--- src/design/cth_pkg.sv ---
// Constants, field layouts and frame carrier for the cyclic timer and
// hardware lock register bank.
// Assumes a 100 MHz system clock and an SPI front end that delivers decoded frames.
package cth_pkg;

    // ----------------------------------------------------------------
    // Addresses and field positions
    // ----------------------------------------------------------------
    localparam logic [6:0] ADDR_TIMER = 7'h0c;
    localparam logic [6:0] ADDR_HWCTL = 7'h0e;

    localparam int ON_LSB = 4;
    localparam int ON_MSB = 6;
    localparam int PER_LSB = 0;
    localparam int PER_MSB = 3;
    localparam int HYST_BIT = 7;
    localparam int THERM_BIT = 5;
    localparam int RSTDEL_BIT = 4;
    localparam int LOCK0_BIT = 3;

    localparam logic [7:0] TIMER_RESET = 8'h00;
    localparam logic [7:0] TIMER_RD_MASK = 8'h7f;
    localparam logic [7:0] HWCTL_RD_MASK = 8'hb8;
    localparam logic [7:0] HWCTL_LOCK1_MASK = 8'hb0;
    localparam logic [7:0] HWCTL_POR = 8'h00;

    localparam logic [2:0] PINCFG_CYCLIC_SENSE = 3'h3;

    // ----------------------------------------------------------------
    // On-time codes
    // ----------------------------------------------------------------
    localparam logic [2:0] ON_OFF_LOW = 3'h0;
    localparam logic [2:0] ON_100US = 3'h1;
    localparam logic [2:0] ON_300US = 3'h2;
    localparam logic [2:0] ON_1MS = 3'h3;
    localparam logic [2:0] ON_10MS = 3'h4;
    localparam logic [2:0] ON_20MS = 3'h5;
    localparam logic [2:0] ON_OFF_HIGH = 3'h6;

    // ----------------------------------------------------------------
    // Timing: one tick is 0.1 ms, the finest on-time step
    // ----------------------------------------------------------------
    localparam int CLK_PERIOD_NS = 10;
    localparam int TICK_NS = 100000;
    localparam int TICK_CYCLES = TICK_NS / CLK_PERIOD_NS;
    localparam int TICK_W = 23;
    localparam int THERM_EVENT_LIMIT = 16;
    localparam int THERM_WAIT_FACTOR = 64;

    // On-time in ticks for each code.
    function automatic logic [TICK_W-1:0] on_ticks(input logic [2:0] code);
        logic [TICK_W-1:0] t;
        t = 23'h0;
        unique case (code)
            ON_100US: t = 23'h1;
            ON_300US: t = 23'h3;
            ON_1MS:   t = 23'ha;
            ON_10MS:  t = 23'h64;
            ON_20MS:  t = 23'hc8;
            default:  t = 23'h0;
        endcase
        return t;
    endfunction : on_ticks

    // Period in ticks, 10 ms up to 500 s; the top code repeats 500 s.
    function automatic logic [TICK_W-1:0] per_ticks(input logic [3:0] code);
        logic [TICK_W-1:0] t;
        t = 23'h64;
        unique case (code)
            4'h0: t = 23'h64;
            4'h1: t = 23'hc8;
            4'h2: t = 23'h1f4;
            4'h3: t = 23'h3e8;
            4'h4: t = 23'h7d0;
            4'h5: t = 23'h1388;
            4'h6: t = 23'h2710;
            4'h7: t = 23'h4e20;
            4'h8: t = 23'hc350;
            4'h9: t = 23'h186a0;
            4'ha: t = 23'h30d40;
            4'hb: t = 23'h7a120;
            4'hc: t = 23'hf4240;
            4'hd: t = 23'h1e8480;
            4'he: t = 23'h4c4b40;
            4'hf: t = 23'h4c4b40;
        endcase
        return t;
    endfunction : per_ticks

    // ----------------------------------------------------------------
    // Decoded SPI frame
    // ----------------------------------------------------------------
    typedef struct packed {
        logic       wr;
        logic [6:0] addr;
        logic [7:0] data;
    } cth_frame_t;

endpackage : cth_pkg

--- src/design/cth_event_streak.sv ---
// Saturating counter of consecutive events with a threshold flag.
// Assumes event and clear are one-cycle pulses in the system clock domain.
`timescale 1ns/100ps
module cth_event_streak #(
    parameter int LIMIT = 16
) (
    input wire logic clk_sys_i,
    input wire logic resetn_i,
    input wire logic event_i,
    input wire logic clear_i,
    output logic exceeded_o
);
    localparam int W = $clog2(LIMIT + 2);
    localparam logic [W-1:0] SAT = W'(LIMIT + 1);

    logic [W-1:0] count_ff;
    logic [W-1:0] nxt_count;

    // An event in the clear cycle starts a new streak of one.
    assign nxt_count = event_i ? ((clear_i) ? W'(1) : ((count_ff == SAT) ? SAT : count_ff + W'(1)))
                               : (clear_i ? '0 : count_ff);
    assign exceeded_o = (count_ff == SAT);

    always_ff @(posedge clk_sys_i) begin
        if (!resetn_i) begin
            count_ff <= '0;
        end else begin
            count_ff <= nxt_count;
        end
    end
endmodule : cth_event_streak

--- src/design/cth_cycle_timer.sv ---
// Cyclic on/off timer with a 0.1 ms prescaler.
// Assumes the codes take their new value on the cycle after load_i pulses.
`timescale 1ns/100ps
module cth_cycle_timer
    import cth_pkg::*;
#(
    parameter int TICK_CYC = cth_pkg::TICK_CYCLES
) (
    input wire logic clk_sys_i,
    input wire logic resetn_i,
    input wire logic [2:0] on_code_i,
    input wire logic [3:0] per_code_i,
    input wire logic load_i,
    output logic out_o,
    output logic period_start_o
);
    localparam int PW = $clog2(TICK_CYC + 1);
    localparam logic [PW-1:0] PRE_LAST = PW'(TICK_CYC - 1);

    logic [PW-1:0] pre_ff;
    logic [TICK_W-1:0] cnt_ff;
    logic out_ff;
    logic start_ff;
    logic load_ff;
    logic running;
    logic tick;
    logic wrap;
    logic [TICK_W-1:0] nxt_cnt;
    logic nxt_out;

    assign running = (on_code_i >= ON_100US) && (on_code_i <= ON_20MS);
    assign tick = (pre_ff == PRE_LAST);
    assign wrap = tick && (cnt_ff == per_ticks(per_code_i) - TICK_W'(1));
    assign nxt_cnt = (load_ff || wrap) ? '0 : (tick ? cnt_ff + TICK_W'(1) : cnt_ff);
    // High for the on-time from each period start, low for the rest; ON_OFF_HIGH holds it high.
    assign nxt_out = (on_code_i == ON_OFF_HIGH) ? 1'b1 :
                     (running && (nxt_cnt < on_ticks(on_code_i)));
    assign out_o = out_ff;
    assign period_start_o = start_ff;

    // The load acts one cycle late, so the restart already sees the new codes
    // and a fresh setting gets its period start pulse.
    always_ff @(posedge clk_sys_i) begin
        if (!resetn_i || load_ff || !running) begin
            pre_ff <= '0;
            cnt_ff <= '0;
        end else begin
            pre_ff <= tick ? '0 : pre_ff + PW'(1);
            cnt_ff <= nxt_cnt;
        end
    end

    always_ff @(posedge clk_sys_i) begin
        if (!resetn_i) begin
            out_ff <= 1'b0;
            start_ff <= 1'b0;
            load_ff <= 1'b0;
        end else begin
            out_ff <= nxt_out;
            start_ff <= running && (load_ff || wrap);
            load_ff <= load_i;
        end
    end
endmodule : cth_cycle_timer

--- src/design/cth_ctrl_regs.sv ---
// Timer control and hardware control registers with configuration locks.
// Assumes an SPI front end presents the decoded frame while chip select is
// low; the frame is committed on the rising edge of chip select.
`timescale 1ns/100ps
module cth_ctrl_regs #(
    parameter int TICK_CYC = cth_pkg::TICK_CYCLES
) (
    input wire logic clk_sys_i,
    input wire logic resetn_i,
    input wire logic spi_chip_select_n_i,
    input wire cth_pkg::cth_frame_t frame_i,
    input wire logic [6:0] rd_addr_i,
    output logic [7:0] rd_data_o,
    input wire logic soft_reset_i,
    input wire logic restart_i,
    input wire logic restart_hs_cleared_i,
    input wire logic level1_lock_bit_i,
    input wire logic [2:0] pin_config_i,
    input wire logic timer_wake_enable_i,
    input wire logic level2_thermal_shutdown_i,
    input wire logic thermal_streak_clear_i,
    output logic high_side_output_o,
    output logic cyclic_sense_drive_o,
    output logic timer_wake_o,
    output logic undervoltage_hysteresis_select_o,
    output logic thermal_retry_delay_select_o,
    output logic thermal_wait_extended_o,
    output logic reset_delay_select_o,
    output logic level0_lock_o,
    output logic level1_lock_active_o,
    output logic cp_pincfg_write_permit_o
);
    import cth_pkg::*;

    // ----------------------------------------------------------------
    // Frame commit on chip select rise
    // ----------------------------------------------------------------
    logic cs_n_ff;
    logic cs_rise;
    logic wr_timer;
    logic wr_hwctl;

    assign cs_rise = spi_chip_select_n_i && !cs_n_ff;
    assign wr_timer = cs_rise && frame_i.wr && (frame_i.addr == ADDR_TIMER);
    assign wr_hwctl = cs_rise && frame_i.wr && (frame_i.addr == ADDR_HWCTL);

    always_ff @(posedge clk_sys_i) begin
        if (!resetn_i) begin
            cs_n_ff <= 1'b1;
        end else begin
            cs_n_ff <= spi_chip_select_n_i;
        end
    end

    // ----------------------------------------------------------------
    // Level-1 lock arming
    // ----------------------------------------------------------------
    // The lock only arms at a chip select rise, so the frame that sets the
    // lock bit may still finish its own writes. Only power-on releases it.
    logic lock1_ff;
    logic nxt_lock1;

    assign nxt_lock1 = lock1_ff || (cs_rise && level1_lock_bit_i);
    assign level1_lock_active_o = lock1_ff;

    always_ff @(posedge clk_sys_i) begin
        if (!resetn_i) begin
            lock1_ff <= 1'b0;
        end else begin
            lock1_ff <= nxt_lock1;
        end
    end

    // ----------------------------------------------------------------
    // Timer control register
    // ----------------------------------------------------------------
    logic [2:0] on_code_ff;
    logic [3:0] per_code_ff;
    logic [2:0] nxt_on_code;
    logic [3:0] nxt_per_code;
    logic sense_mode;
    logic timer_clear;
    logic timer_load;

    assign sense_mode = (pin_config_i == PINCFG_CYCLIC_SENSE);
    // Clearing in restart avoids a stale sense pulse being read as a switch
    // event. Other failures deliberately leave the timer running.
    assign timer_clear = soft_reset_i || restart_i || (restart_hs_cleared_i && sense_mode);
    assign nxt_on_code = timer_clear ? TIMER_RESET[ON_MSB:ON_LSB] :
                         (wr_timer ? frame_i.data[ON_MSB:ON_LSB] : on_code_ff);
    assign nxt_per_code = timer_clear ? TIMER_RESET[PER_MSB:PER_LSB] :
                          (wr_timer ? frame_i.data[PER_MSB:PER_LSB] : per_code_ff);
    assign timer_load = wr_timer || timer_clear;

    always_ff @(posedge clk_sys_i) begin
        if (!resetn_i) begin
            on_code_ff <= TIMER_RESET[ON_MSB:ON_LSB];
            per_code_ff <= TIMER_RESET[PER_MSB:PER_LSB];
        end else begin
            on_code_ff <= nxt_on_code;
            per_code_ff <= nxt_per_code;
        end
    end

    // ----------------------------------------------------------------
    // Hardware control register
    // ----------------------------------------------------------------
    logic [7:0] hwctl_ff;
    logic [7:0] nxt_hwctl;
    logic [7:0] hw_wr_mask;
    logic [7:0] hw_written;
    logic [7:0] hw_soft_keep;
    logic [7:0] hw_soft_value;

    // Level-1 lock guards the rwl bits; level-0 lock is never self-locked.
    assign hw_wr_mask = lock1_ff ? (HWCTL_RD_MASK & ~HWCTL_LOCK1_MASK) : HWCTL_RD_MASK;
    assign hw_written = (hwctl_ff & ~hw_wr_mask) | (frame_i.data & hw_wr_mask);
    // Soft reset keeps what a set lock protects; with level-1 set that
    // equals the restart value, which leaves the bits as they are.
    assign hw_soft_keep = (lock1_ff ? HWCTL_LOCK1_MASK : 8'h00) |
                          (hwctl_ff[LOCK0_BIT] ? (8'h01 << LOCK0_BIT) : 8'h00);
    assign hw_soft_value = (hwctl_ff & hw_soft_keep) | (HWCTL_POR & ~hw_soft_keep);
    assign nxt_hwctl = soft_reset_i ? hw_soft_value :
                       (restart_i ? hwctl_ff :
                       (wr_hwctl ? hw_written : hwctl_ff));

    always_ff @(posedge clk_sys_i) begin
        if (!resetn_i) begin
            hwctl_ff <= HWCTL_POR;
        end else begin
            hwctl_ff <= nxt_hwctl & HWCTL_RD_MASK;
        end
    end

    assign undervoltage_hysteresis_select_o = hwctl_ff[HYST_BIT];
    assign thermal_retry_delay_select_o = hwctl_ff[THERM_BIT];
    assign reset_delay_select_o = hwctl_ff[RSTDEL_BIT];
    assign level0_lock_o = hwctl_ff[LOCK0_BIT];
    // Software must drop the level-0 lock first; this permit enforces it.
    assign cp_pincfg_write_permit_o = !hwctl_ff[LOCK0_BIT];

    // ----------------------------------------------------------------
    // Thermal retry streak
    // ----------------------------------------------------------------
    logic streak_over;

    cth_event_streak #(
        .LIMIT(THERM_EVENT_LIMIT)
    ) u_streak (
        .clk_sys_i(clk_sys_i),
        .resetn_i(resetn_i),
        .event_i(level2_thermal_shutdown_i),
        .clear_i(thermal_streak_clear_i),
        .exceeded_o(streak_over)
    );

    assign thermal_wait_extended_o = hwctl_ff[THERM_BIT] && streak_over;

    // ----------------------------------------------------------------
    // Cyclic timer and its two users
    // ----------------------------------------------------------------
    logic timer_out;
    logic period_start;

    cth_cycle_timer #(
        .TICK_CYC(TICK_CYC)
    ) u_timer (
        .clk_sys_i(clk_sys_i),
        .resetn_i(resetn_i),
        .on_code_i(on_code_ff),
        .per_code_i(per_code_ff),
        .load_i(timer_load),
        .out_o(timer_out),
        .period_start_o(period_start)
    );

    // Wake and sense both tap the same timer and run side by side.
    logic wake_ff;

    always_ff @(posedge clk_sys_i) begin
        if (!resetn_i) begin
            wake_ff <= 1'b0;
        end else begin
            wake_ff <= period_start && timer_wake_enable_i;
        end
    end

    assign high_side_output_o = timer_out;
    assign cyclic_sense_drive_o = timer_out && sense_mode;
    assign timer_wake_o = wake_ff;

    // ----------------------------------------------------------------
    // Read path
    // ----------------------------------------------------------------
    logic [7:0] rd_data_ff;
    logic [7:0] nxt_rd_data;
    logic [7:0] timer_view;

    assign timer_view = {1'b0, on_code_ff, per_code_ff} & TIMER_RD_MASK;
    assign nxt_rd_data = (rd_addr_i == ADDR_TIMER) ? timer_view :
                         ((rd_addr_i == ADDR_HWCTL) ? (hwctl_ff & HWCTL_RD_MASK) : 8'h00);
    assign rd_data_o = rd_data_ff;

    always_ff @(posedge clk_sys_i) begin
        if (!resetn_i) begin
            rd_data_ff <= 8'h00;
        end else begin
            rd_data_ff <= nxt_rd_data;
        end
    end
endmodule : cth_ctrl_regs

--- config.mk ---
export PLATFORM = sky130hd
export DESIGN_NAME = cth_ctrl_regs
export DESIGN_NICKNAME = d
export VERILOG_FILES = /design/src/design/cth_pkg.sv /design/src/design/cth_event_streak.sv /design/src/design/cth_cycle_timer.sv /design/src/design/cth_ctrl_regs.sv
export SDC_FILE = /design/constraint.sdc
export NUM_CORES = 1
export LEC_CHECK = 0
export BUFFER_PORTS_ARGS = -buffer_cell sky130_fd_sc_hd__buf_2
export CAP_MARGIN = 20
export CORE_MARGIN = 3
export CORE_UTILIZATION = 53
export CTS_CLUSTER_SIZE = 24
export DETAILED_ROUTE_END_ITERATION = 6
export PLACE_DENSITY_LB_ADDON = 0.05
export SYNTH_ARGS = -nofsm -noshare
export SYNTH_HDL_FRONTEND = slang
export SYNTH_HIERARCHICAL = 1
export SYNTH_SLANG_ARGS = --single-unit
export TNS_END_PERCENT = 5
--- constraint.sdc ---
create_clock -name clk_sys_i -period 4.2 [get_ports clk_sys_i]
set_clock_uncertainty 0.05 [all_clocks]
set_input_delay 0.84 -clock clk_sys_i [delete_from_list [all_inputs] [get_ports clk_sys_i]]
set_output_delay 0.84 -clock clk_sys_i [all_outputs]
set_load 0.03 [all_outputs]
==> flow_summary.json, run 1 <==
{
  "status": "completed",
  "ant_nets": 0,
  "path_class": "register to register",
  "synth_xor_area_share_pct": 12.2,
  "grt_max_degree": 28,
  "met2_usage_pct": 35.4,
  "tns_ps": 0,
  "final_cell_mix": "dfxtp_1 (64), nor2_1 (57), buf_2 (53), xnor2_1 (36), nor3_1 (30)",
  "viasPerCell": 5.79,
  "fmax_mhz": 249,
  "slew_violations": 0,
  "ir_drop_mv": 0.272,
  "grt_overflow": 0,
  "drtPass1Iterations": 4,
  "fp.dieH_um": 98.2,
  "dr_total_vias": 4039,
  "synth_mux_area_share_pct": 4.20,
  "syn_area_per_cell_um2": 8.37,
  "multi_input_area_um2": 2970,
  "use_met3_pct": 4.86,
  "gr-usage-all-layers_pct": 22.2,
  "crit_family": "compound AO/OA/AOI/OAI gates",
  "timing.final.crit_share_pct": 95.4,
  "initial_core_util_pct": 56.5,
  "wl_um": 10600,
  "drtIter0Drc": 135,
  "clkSinkCount": 67,
  "ys_ff_latch": 67,
  "fin_nets": 646,
  "arrival_ps": 4230,
  "met1_usage_pct": 29.9,
  "rows": 32,
  "h-tree-depth": 3,
  "layout.area.seq_um2": 1350,
  "busiest_layer": "met2",
  "cts_tree": "done",
  "power_leakage_nw": 1.93,
  "cp_max_fo": 6,
  "hold_slack_ps": 423,
  "die_x_um": 98.2,
  "wl_per_cell_um": 15.2,
  "synth_warnings": 6,
  "cts.clk_slew.worst_paths_ps": 80,
  "drv_cap": 0,
  "fin_crit_ps": 4010,
  "syn_to_final_growth_pct": 14.4,
  "grt_pass1_wl_um": 17900,
  "synth_fp_nets": 593,
  "port_buffers": 53,
  "dp_hpwl_um": 8050,
  "critPathMaxStageDelay_ps": 400,
  "start_kind": "register",
  "syn-cell-area_um2": 4500,
  "seq_area_frac_synth_pct": 29.8,
  "synthSimpleGateAreaFrac_pct": 32.0,
  "numCtsBuffers": 9,
  "drc": 0,
  "tightest_slew_ps": 803,
  "drive_above_1_share_pct": 21.6,
  "synth_cells": 538,
  "coreArea_um2": 7970,
  "worst_slack_ps": 192,
  "cp-end-kind": "register",
  "io_pins": 54,
  "synth_enable_flop_cells": 0,
  "critical_path.cell_chain": "inv_1 > buf_4 > ha_1 > o311ai_1 > a311oi_4 > or3_1 > a31o_1 > a2111oi_4 > or2_4 > nor2_1 > ha_1 > a21o_1 > a21oi_2 > nand2_1 > o21a_1 > o21bai_1 > o31ai_1 > a211oi_2",
  "antenna_found_initial": 0,
  "power.density_nw_per_um2": 243,
  "clockRootBuffer": "clkbuf_8",
  "synth_ff_type": "dfxtp_1",
  "n_fill_cell": 699,
  "clk_latency_ps": 350,
  "worstPathRequired_ps": 4420,
  "synth_compound_area_share_pct": 11.2,
  "grt_pass1_vias": 3759,
  "slew_headroom_pct": 46.0,
  "hp-class": "register to register",
  "crit_path_frequent_cell": "ha_1",
  "cp.buffers_inverters": 2,
  "setup_violations": 0,
  "num_antenna_cells": 0,
  "cts_buffer_depth": 2,
  "yosys.area_share.adder_pct": 5.28,
  "netlist-cell-type-count": 76,
  "synth_top_family_by_area": "simple AND/OR/NAND/NOR gates",
  "layout_commonest_cell": "dfxtp_1",
  "dieArea_um2": 9640,
  "dpl_worst_slack_ps": -38.1,
  "synthArstFlopShare_pct": 0,
  "cpMaxStageDelayCell": "o311ai_1",
  "hold_violations": 0,
  "gp_congestion": 0.872
}
[layer usage]
layer | wire [um] | share of wire, % | vias up
li1 | - | - | 2021
met1 | 4890 | 46 | 1912
met2 | 5120 | 48 | 93
met3 | 459 | 4.3 | 13
met4 | 134 | 1.3 | 0
met5 | 0 | 0 | -
[sequential cells by signal, summed over array words and instances (netlist names), named ones only]
name and flops:
hwctl_ff 1, cs_n_ff 1, u_streak/count_ff 5, level1_lock_active_o 1
per_code_ff 4, u_timer/period_start_o 1, rd_data_o 8, on_code_ff 3
u_timer/out_o 1, u_timer/cnt_ff 23, u_timer/load_ff 1, u_timer/pre_ff 14
timer_wake_o 1
[Yosys cell counts, types with 5 or more instances]
master	number	area, um2
nor2_1	57	214
nor2b_1	5	31.3
o21ai_0	12	60.1
inv_1	13	48.8
nor3_1	30	150
buf_6	8	90.1
xnor2_1	36	315
nand3_1	29	145
xor2_1	24	210
a21oi_1	8	40.0
nor4_1	10	62.6
and4_1	6	52.6
or2_2	9	56.3
nand4_1	16	100
dfxtp_1	67	1340
or3_1	8	50.1
ha_1	19	238
and2_1	9	56.3
a31oi_1	8	50.1
clkbuf_1	20	75.1
a21o_1	5	37.5
mux2i_1	14	140
nand2b_1	12	75.1
nand2_1	27	101
and3_1	11	68.8
[cell families after synthesis]
kind of cell / Yosys count
adder cells (fa/ha/maj): 19
multiplexers: 18
AND/OR/NAND/NOR: 258
flip-flops: 67
buffers and inverters: 47
AO/OA/AOI/OAI: 68
XOR/XNOR: 61
[final cells by class]
cell class,instances,share of cell area [%]
Clock buffer,11,2.94
Tap cell,102,2.48
Sequential cell,67,26.1
Timing Repair Buffer,75,8.57
Clock inverter,5,1.19
Inverter,14,1.02
Multi-Input combinational cell,424,57.7
[timing repair]
action	4_1_cts	5_1_grt
buffers inserted	0	6
pin swaps	0	4
cloned	0	0
hold buffers	0	0
setup endpoints to repair	1	1
resized for setup	2	17
[worst register-to-register path: cells and delay by family, from the launching register on]
kind | cells | cell delay, ps
AO/OA/AOI/OAI | 10 | 2090
adder cells (fa/ha/maj) | 2 | 540
buffers and inverters | 2 | 210
flip-flops | 1 | 380
AND/OR/NAND/NOR | 4 | 660
[metrics by stage]
stage / utilization (%) / cells / power, W / instance area, um2
5_1_grt: 64.7 / 698 / 0.00130 / 5150
3_3_place_gp: 60.6 / 676 / 0.000697 / 4830
3_5_place_dp: 60.6 / 676 / 0.000699 / 4830
4_1_cts: 63.4 / 692 / 0.00127 / 5050
6_report: 64.7 / 698 / 0.00125 / 5150
2_1_floorplan: - / 538 / 0.000676 / 4510
[report_power, final]
part,internal (W),switching (W)
combinational,0.0000221,0.0000243
sequential,0.000637,0.00000249
clock,0.000307,0.000259
total,0.000966,0.000286
[path summary, 6_finish.rpt]
path	to	slack (ps)	cells after the start	startpoint
worst max-delay path	u_timer/out_o	190	18	per_code_ff[0]
worst min-delay path	u_timer/pre_ff[0]	420	1	u_timer/pre_ff[0]
worst max register to register	u_timer/out_o	190	18	per_code_ff[0]
worst min register to register	u_timer/pre_ff[0]	420	1	u_timer/pre_ff[0]
Note: power is estimated with default switching activity, not from simulation.
==> inputs of run 2 (changes only) <==
clock period = 3.6 ns   (was 4.2 ns; I/O delays follow)
==> run 2 against run 1 <==
Highest routed layer unchanged. Critical path type unchanged. Via count is 1.7% higher. Worst hold slack got worse by 8.5 ps. Global-route usage increased by 0.85 points. Die area unchanged. Utilization rose by 2.7 points. Critical path depth increased by 1. Count of clock-buffer cells in the layout rose by 1. Sequential cell count unchanged. Largest power group unchanged. First-iteration DRC count is 3.0% higher. Largest cell class unchanged. The run now ends with negative setup slack left. Sequential power rose by 17%.
==> flow_summary.json, run 2 (synthesized netlist as in run 1, its figures left out) <==
{
  "drc": 0,
  "grt_pass1_wl_um": 18600,
  "slew_headroom_pct": 48.6,
  "arrival_ps": 4160,
  "cp.buffers_inverters": 2,
  "use_met3_pct": 3.86,
  "gr-usage-all-layers_pct": 23.1,
  "hp-class": "register to register",
  "cts.clk_slew.worst_paths_ps": 80,
  "io_pins": 54,
  "place_area_um2": 5100,
  "timing.final.crit_share_pct": 110,
  "cts_buffer_depth": 2,
  "drtIter0Drc": 139,
  "critical_path.cell_chain": "clkinvlp_4 > buf_4 > ha_1 > mux2_4 > o21ai_2 > nand3_1 > xnor2_1 > or3_4 > a2111oi_4 > or2_4 > nor2_1 > ha_1 > a21o_1 > a21oi_2 > nand2_1 > o21a_1 > o21bai_1 > o31ai_1 > a211oi_2",
  "final_cell_area_um2": 5370,
  "tightest_slew_ps": 766,
  "h-tree-depth": 3,
  "fp.dieH_um": 98.2,
  "met2_usage_pct": 40.0,
  "fin_util_pct": 67.4,
  "grt_overflow": 0,
  "critPathMaxStageDelay_ps": 400,
  "grt_max_degree": 24,
  "gp_congestion": 0.907,
  "ctsHoldBuffers": 0,
  "clkSinkCount": 67,
  "grt_pass1_vias": 4067,
  "status": "complete, but fails checks",
  "cp.depth": 19,
  "worstPathRequired_ps": 3820,
  "hold_violations": 0,
  "antenna_found_initial": 0,
  "rows": 32,
  "busiest_layer": "met2",
  "clk_latency_ps": 340,
  "min_path_cells": 1,
  "violations": "negative setup slack",
  "worst_slack_ps": -345,
  "num_antenna_cells": 0,
  "fmax_mhz": 254,
  "die_x_um": 98.2,
  "port_buffers": 53,
  "numCtsBuffers": 9,
  "ant_nets": 0,
  "cts_tree": "done",
  "initial_core_util_pct": 56.5,
  "clockRootBuffer": "clkbuf_8",
  "cp_max_fo": 6,
  "fin_crit_ps": 3940,
  "dp_hpwl_um": 8310,
  "syn_to_final_growth_pct": 19.2,
  "cpMaxStageDelayCell": "dfxtp_4",
  "fin_nets": 674,
  "final_cell_mix": "dfxtp_1 (65), nor2_1 (57), buf_2 (53), buf_4 (50), xnor2_1 (35)",
  "largest-register": "u_timer/cnt_ff",
  "drtPass1Iterations": 5,
  "drv_cap": 0,
  "dr_total_vias": 4106,
  "start_kind": "register",
  "grt_setup_unrepaired": "true",
  "r2r_cells": 19,
  "power_leakage_nw": 2.07,
  "largest_register_ffs": 23,
  "path_class": "register to register",
  "wl_um": 10900,
  "setup_violations": 1,
  "ir_drop_mv": 0.174,
  "layout_commonest_cell": "dfxtp_1",
  "cp-end-kind": "register",
  "power.density_nw_per_um2": 265,
  "coreArea_um2": 7970,
  "drive_above_1_share_pct": 25.3,
  "viasPerCell": 5.66,
  "met1_usage_pct": 29.8,
  "crit_path_frequent_cell": "ha_1",
  "crit_family": "compound AO/OA/AOI/OAI gates",
  "dieArea_um2": 9640,
  "dpl_worst_slack_ps": -323,
  "slew_violations": 0,
  "wl_per_cell_um": 15.1
}
## run 2: worst paths after layout
kind	from	to	slack [ps]
setup / recovery	per_code_ff[0]	u_timer/out_o	-340
hold / removal	u_timer/pre_ff[0]	u_timer/pre_ff[0]	410
setup reg to reg	per_code_ff[0]	u_timer/out_o	-340
hold reg to reg	u_timer/pre_ff[0]	u_timer/pre_ff[0]	410
## run 2: area by class of cell
| cell class | instances | area [um2] |
|---|---|---|
| timing repair buffer | 103 | 641 |
| clock inverter | 4 | 50.0 |
| tap | 102 | 128 |
| sequential | 67 | 1350 |
| fill | 682 | 2600 |
| inverter | 14 | 58.8 |
| multi-input combinational | 424 | 3000 |
| clock buffer | 12 | 145 |
## run 2: repair_timing
action,in CTS,in global routing
resized for setup,3,8
gates cloned,0,0
pin swaps,3,2
setup buffers,0,4
endpoints found under the setup margin,1,1
## run 2: power breakdown
group | total, W | leakage [nW] | switching, W | internal [W]
Combinational | 0.0000523 | 1.43 | 0.0000278 | 0.0000244
Sequential | 0.000745 | 0.542 | 0.00000309 | 0.000742
Clock | 0.000624 | 0.0926 | 0.000286 | 0.000338
Total | 0.00142 | 2.07 | 0.000317 | 0.00110
## run 2: stage by stage
stage               TNS [ps]  cells  total power [W]  hold WS, ps
global route            -591    726          0.00149          469
floorplan               -316    538         0.000788          380
detailed placement      -323    706         0.000815          401
CTS                     -297    722          0.00144          419
finish                  -345    726          0.00142          415
global placement        -215    706         0.000813          396
## run 2: per-layer routing
metal	vias to the layer above	part of all wire, %
met5	-	0
met4	0	1.0
met3	11	3.8
met2	93	50
met1	1924	45
li1	2078	-
## run 2: worst reg2reg max path, stage by stage (launching register included)
cell	delay (ps)
dfxtp_4	400
clkinvlp_4	140
buf_4	160
ha_1	260
mux2_4	300
o21ai_2	160
nand3_1	110
xnor2_1	150
or3_4	350
a2111oi_4	330
or2_4	210
nor2_1	50
ha_1	290
a21o_1	170
a21oi_2	130
nand2_1	60
o21a_1	170
o21bai_1	120
o31ai_1	90
a211oi_2	170
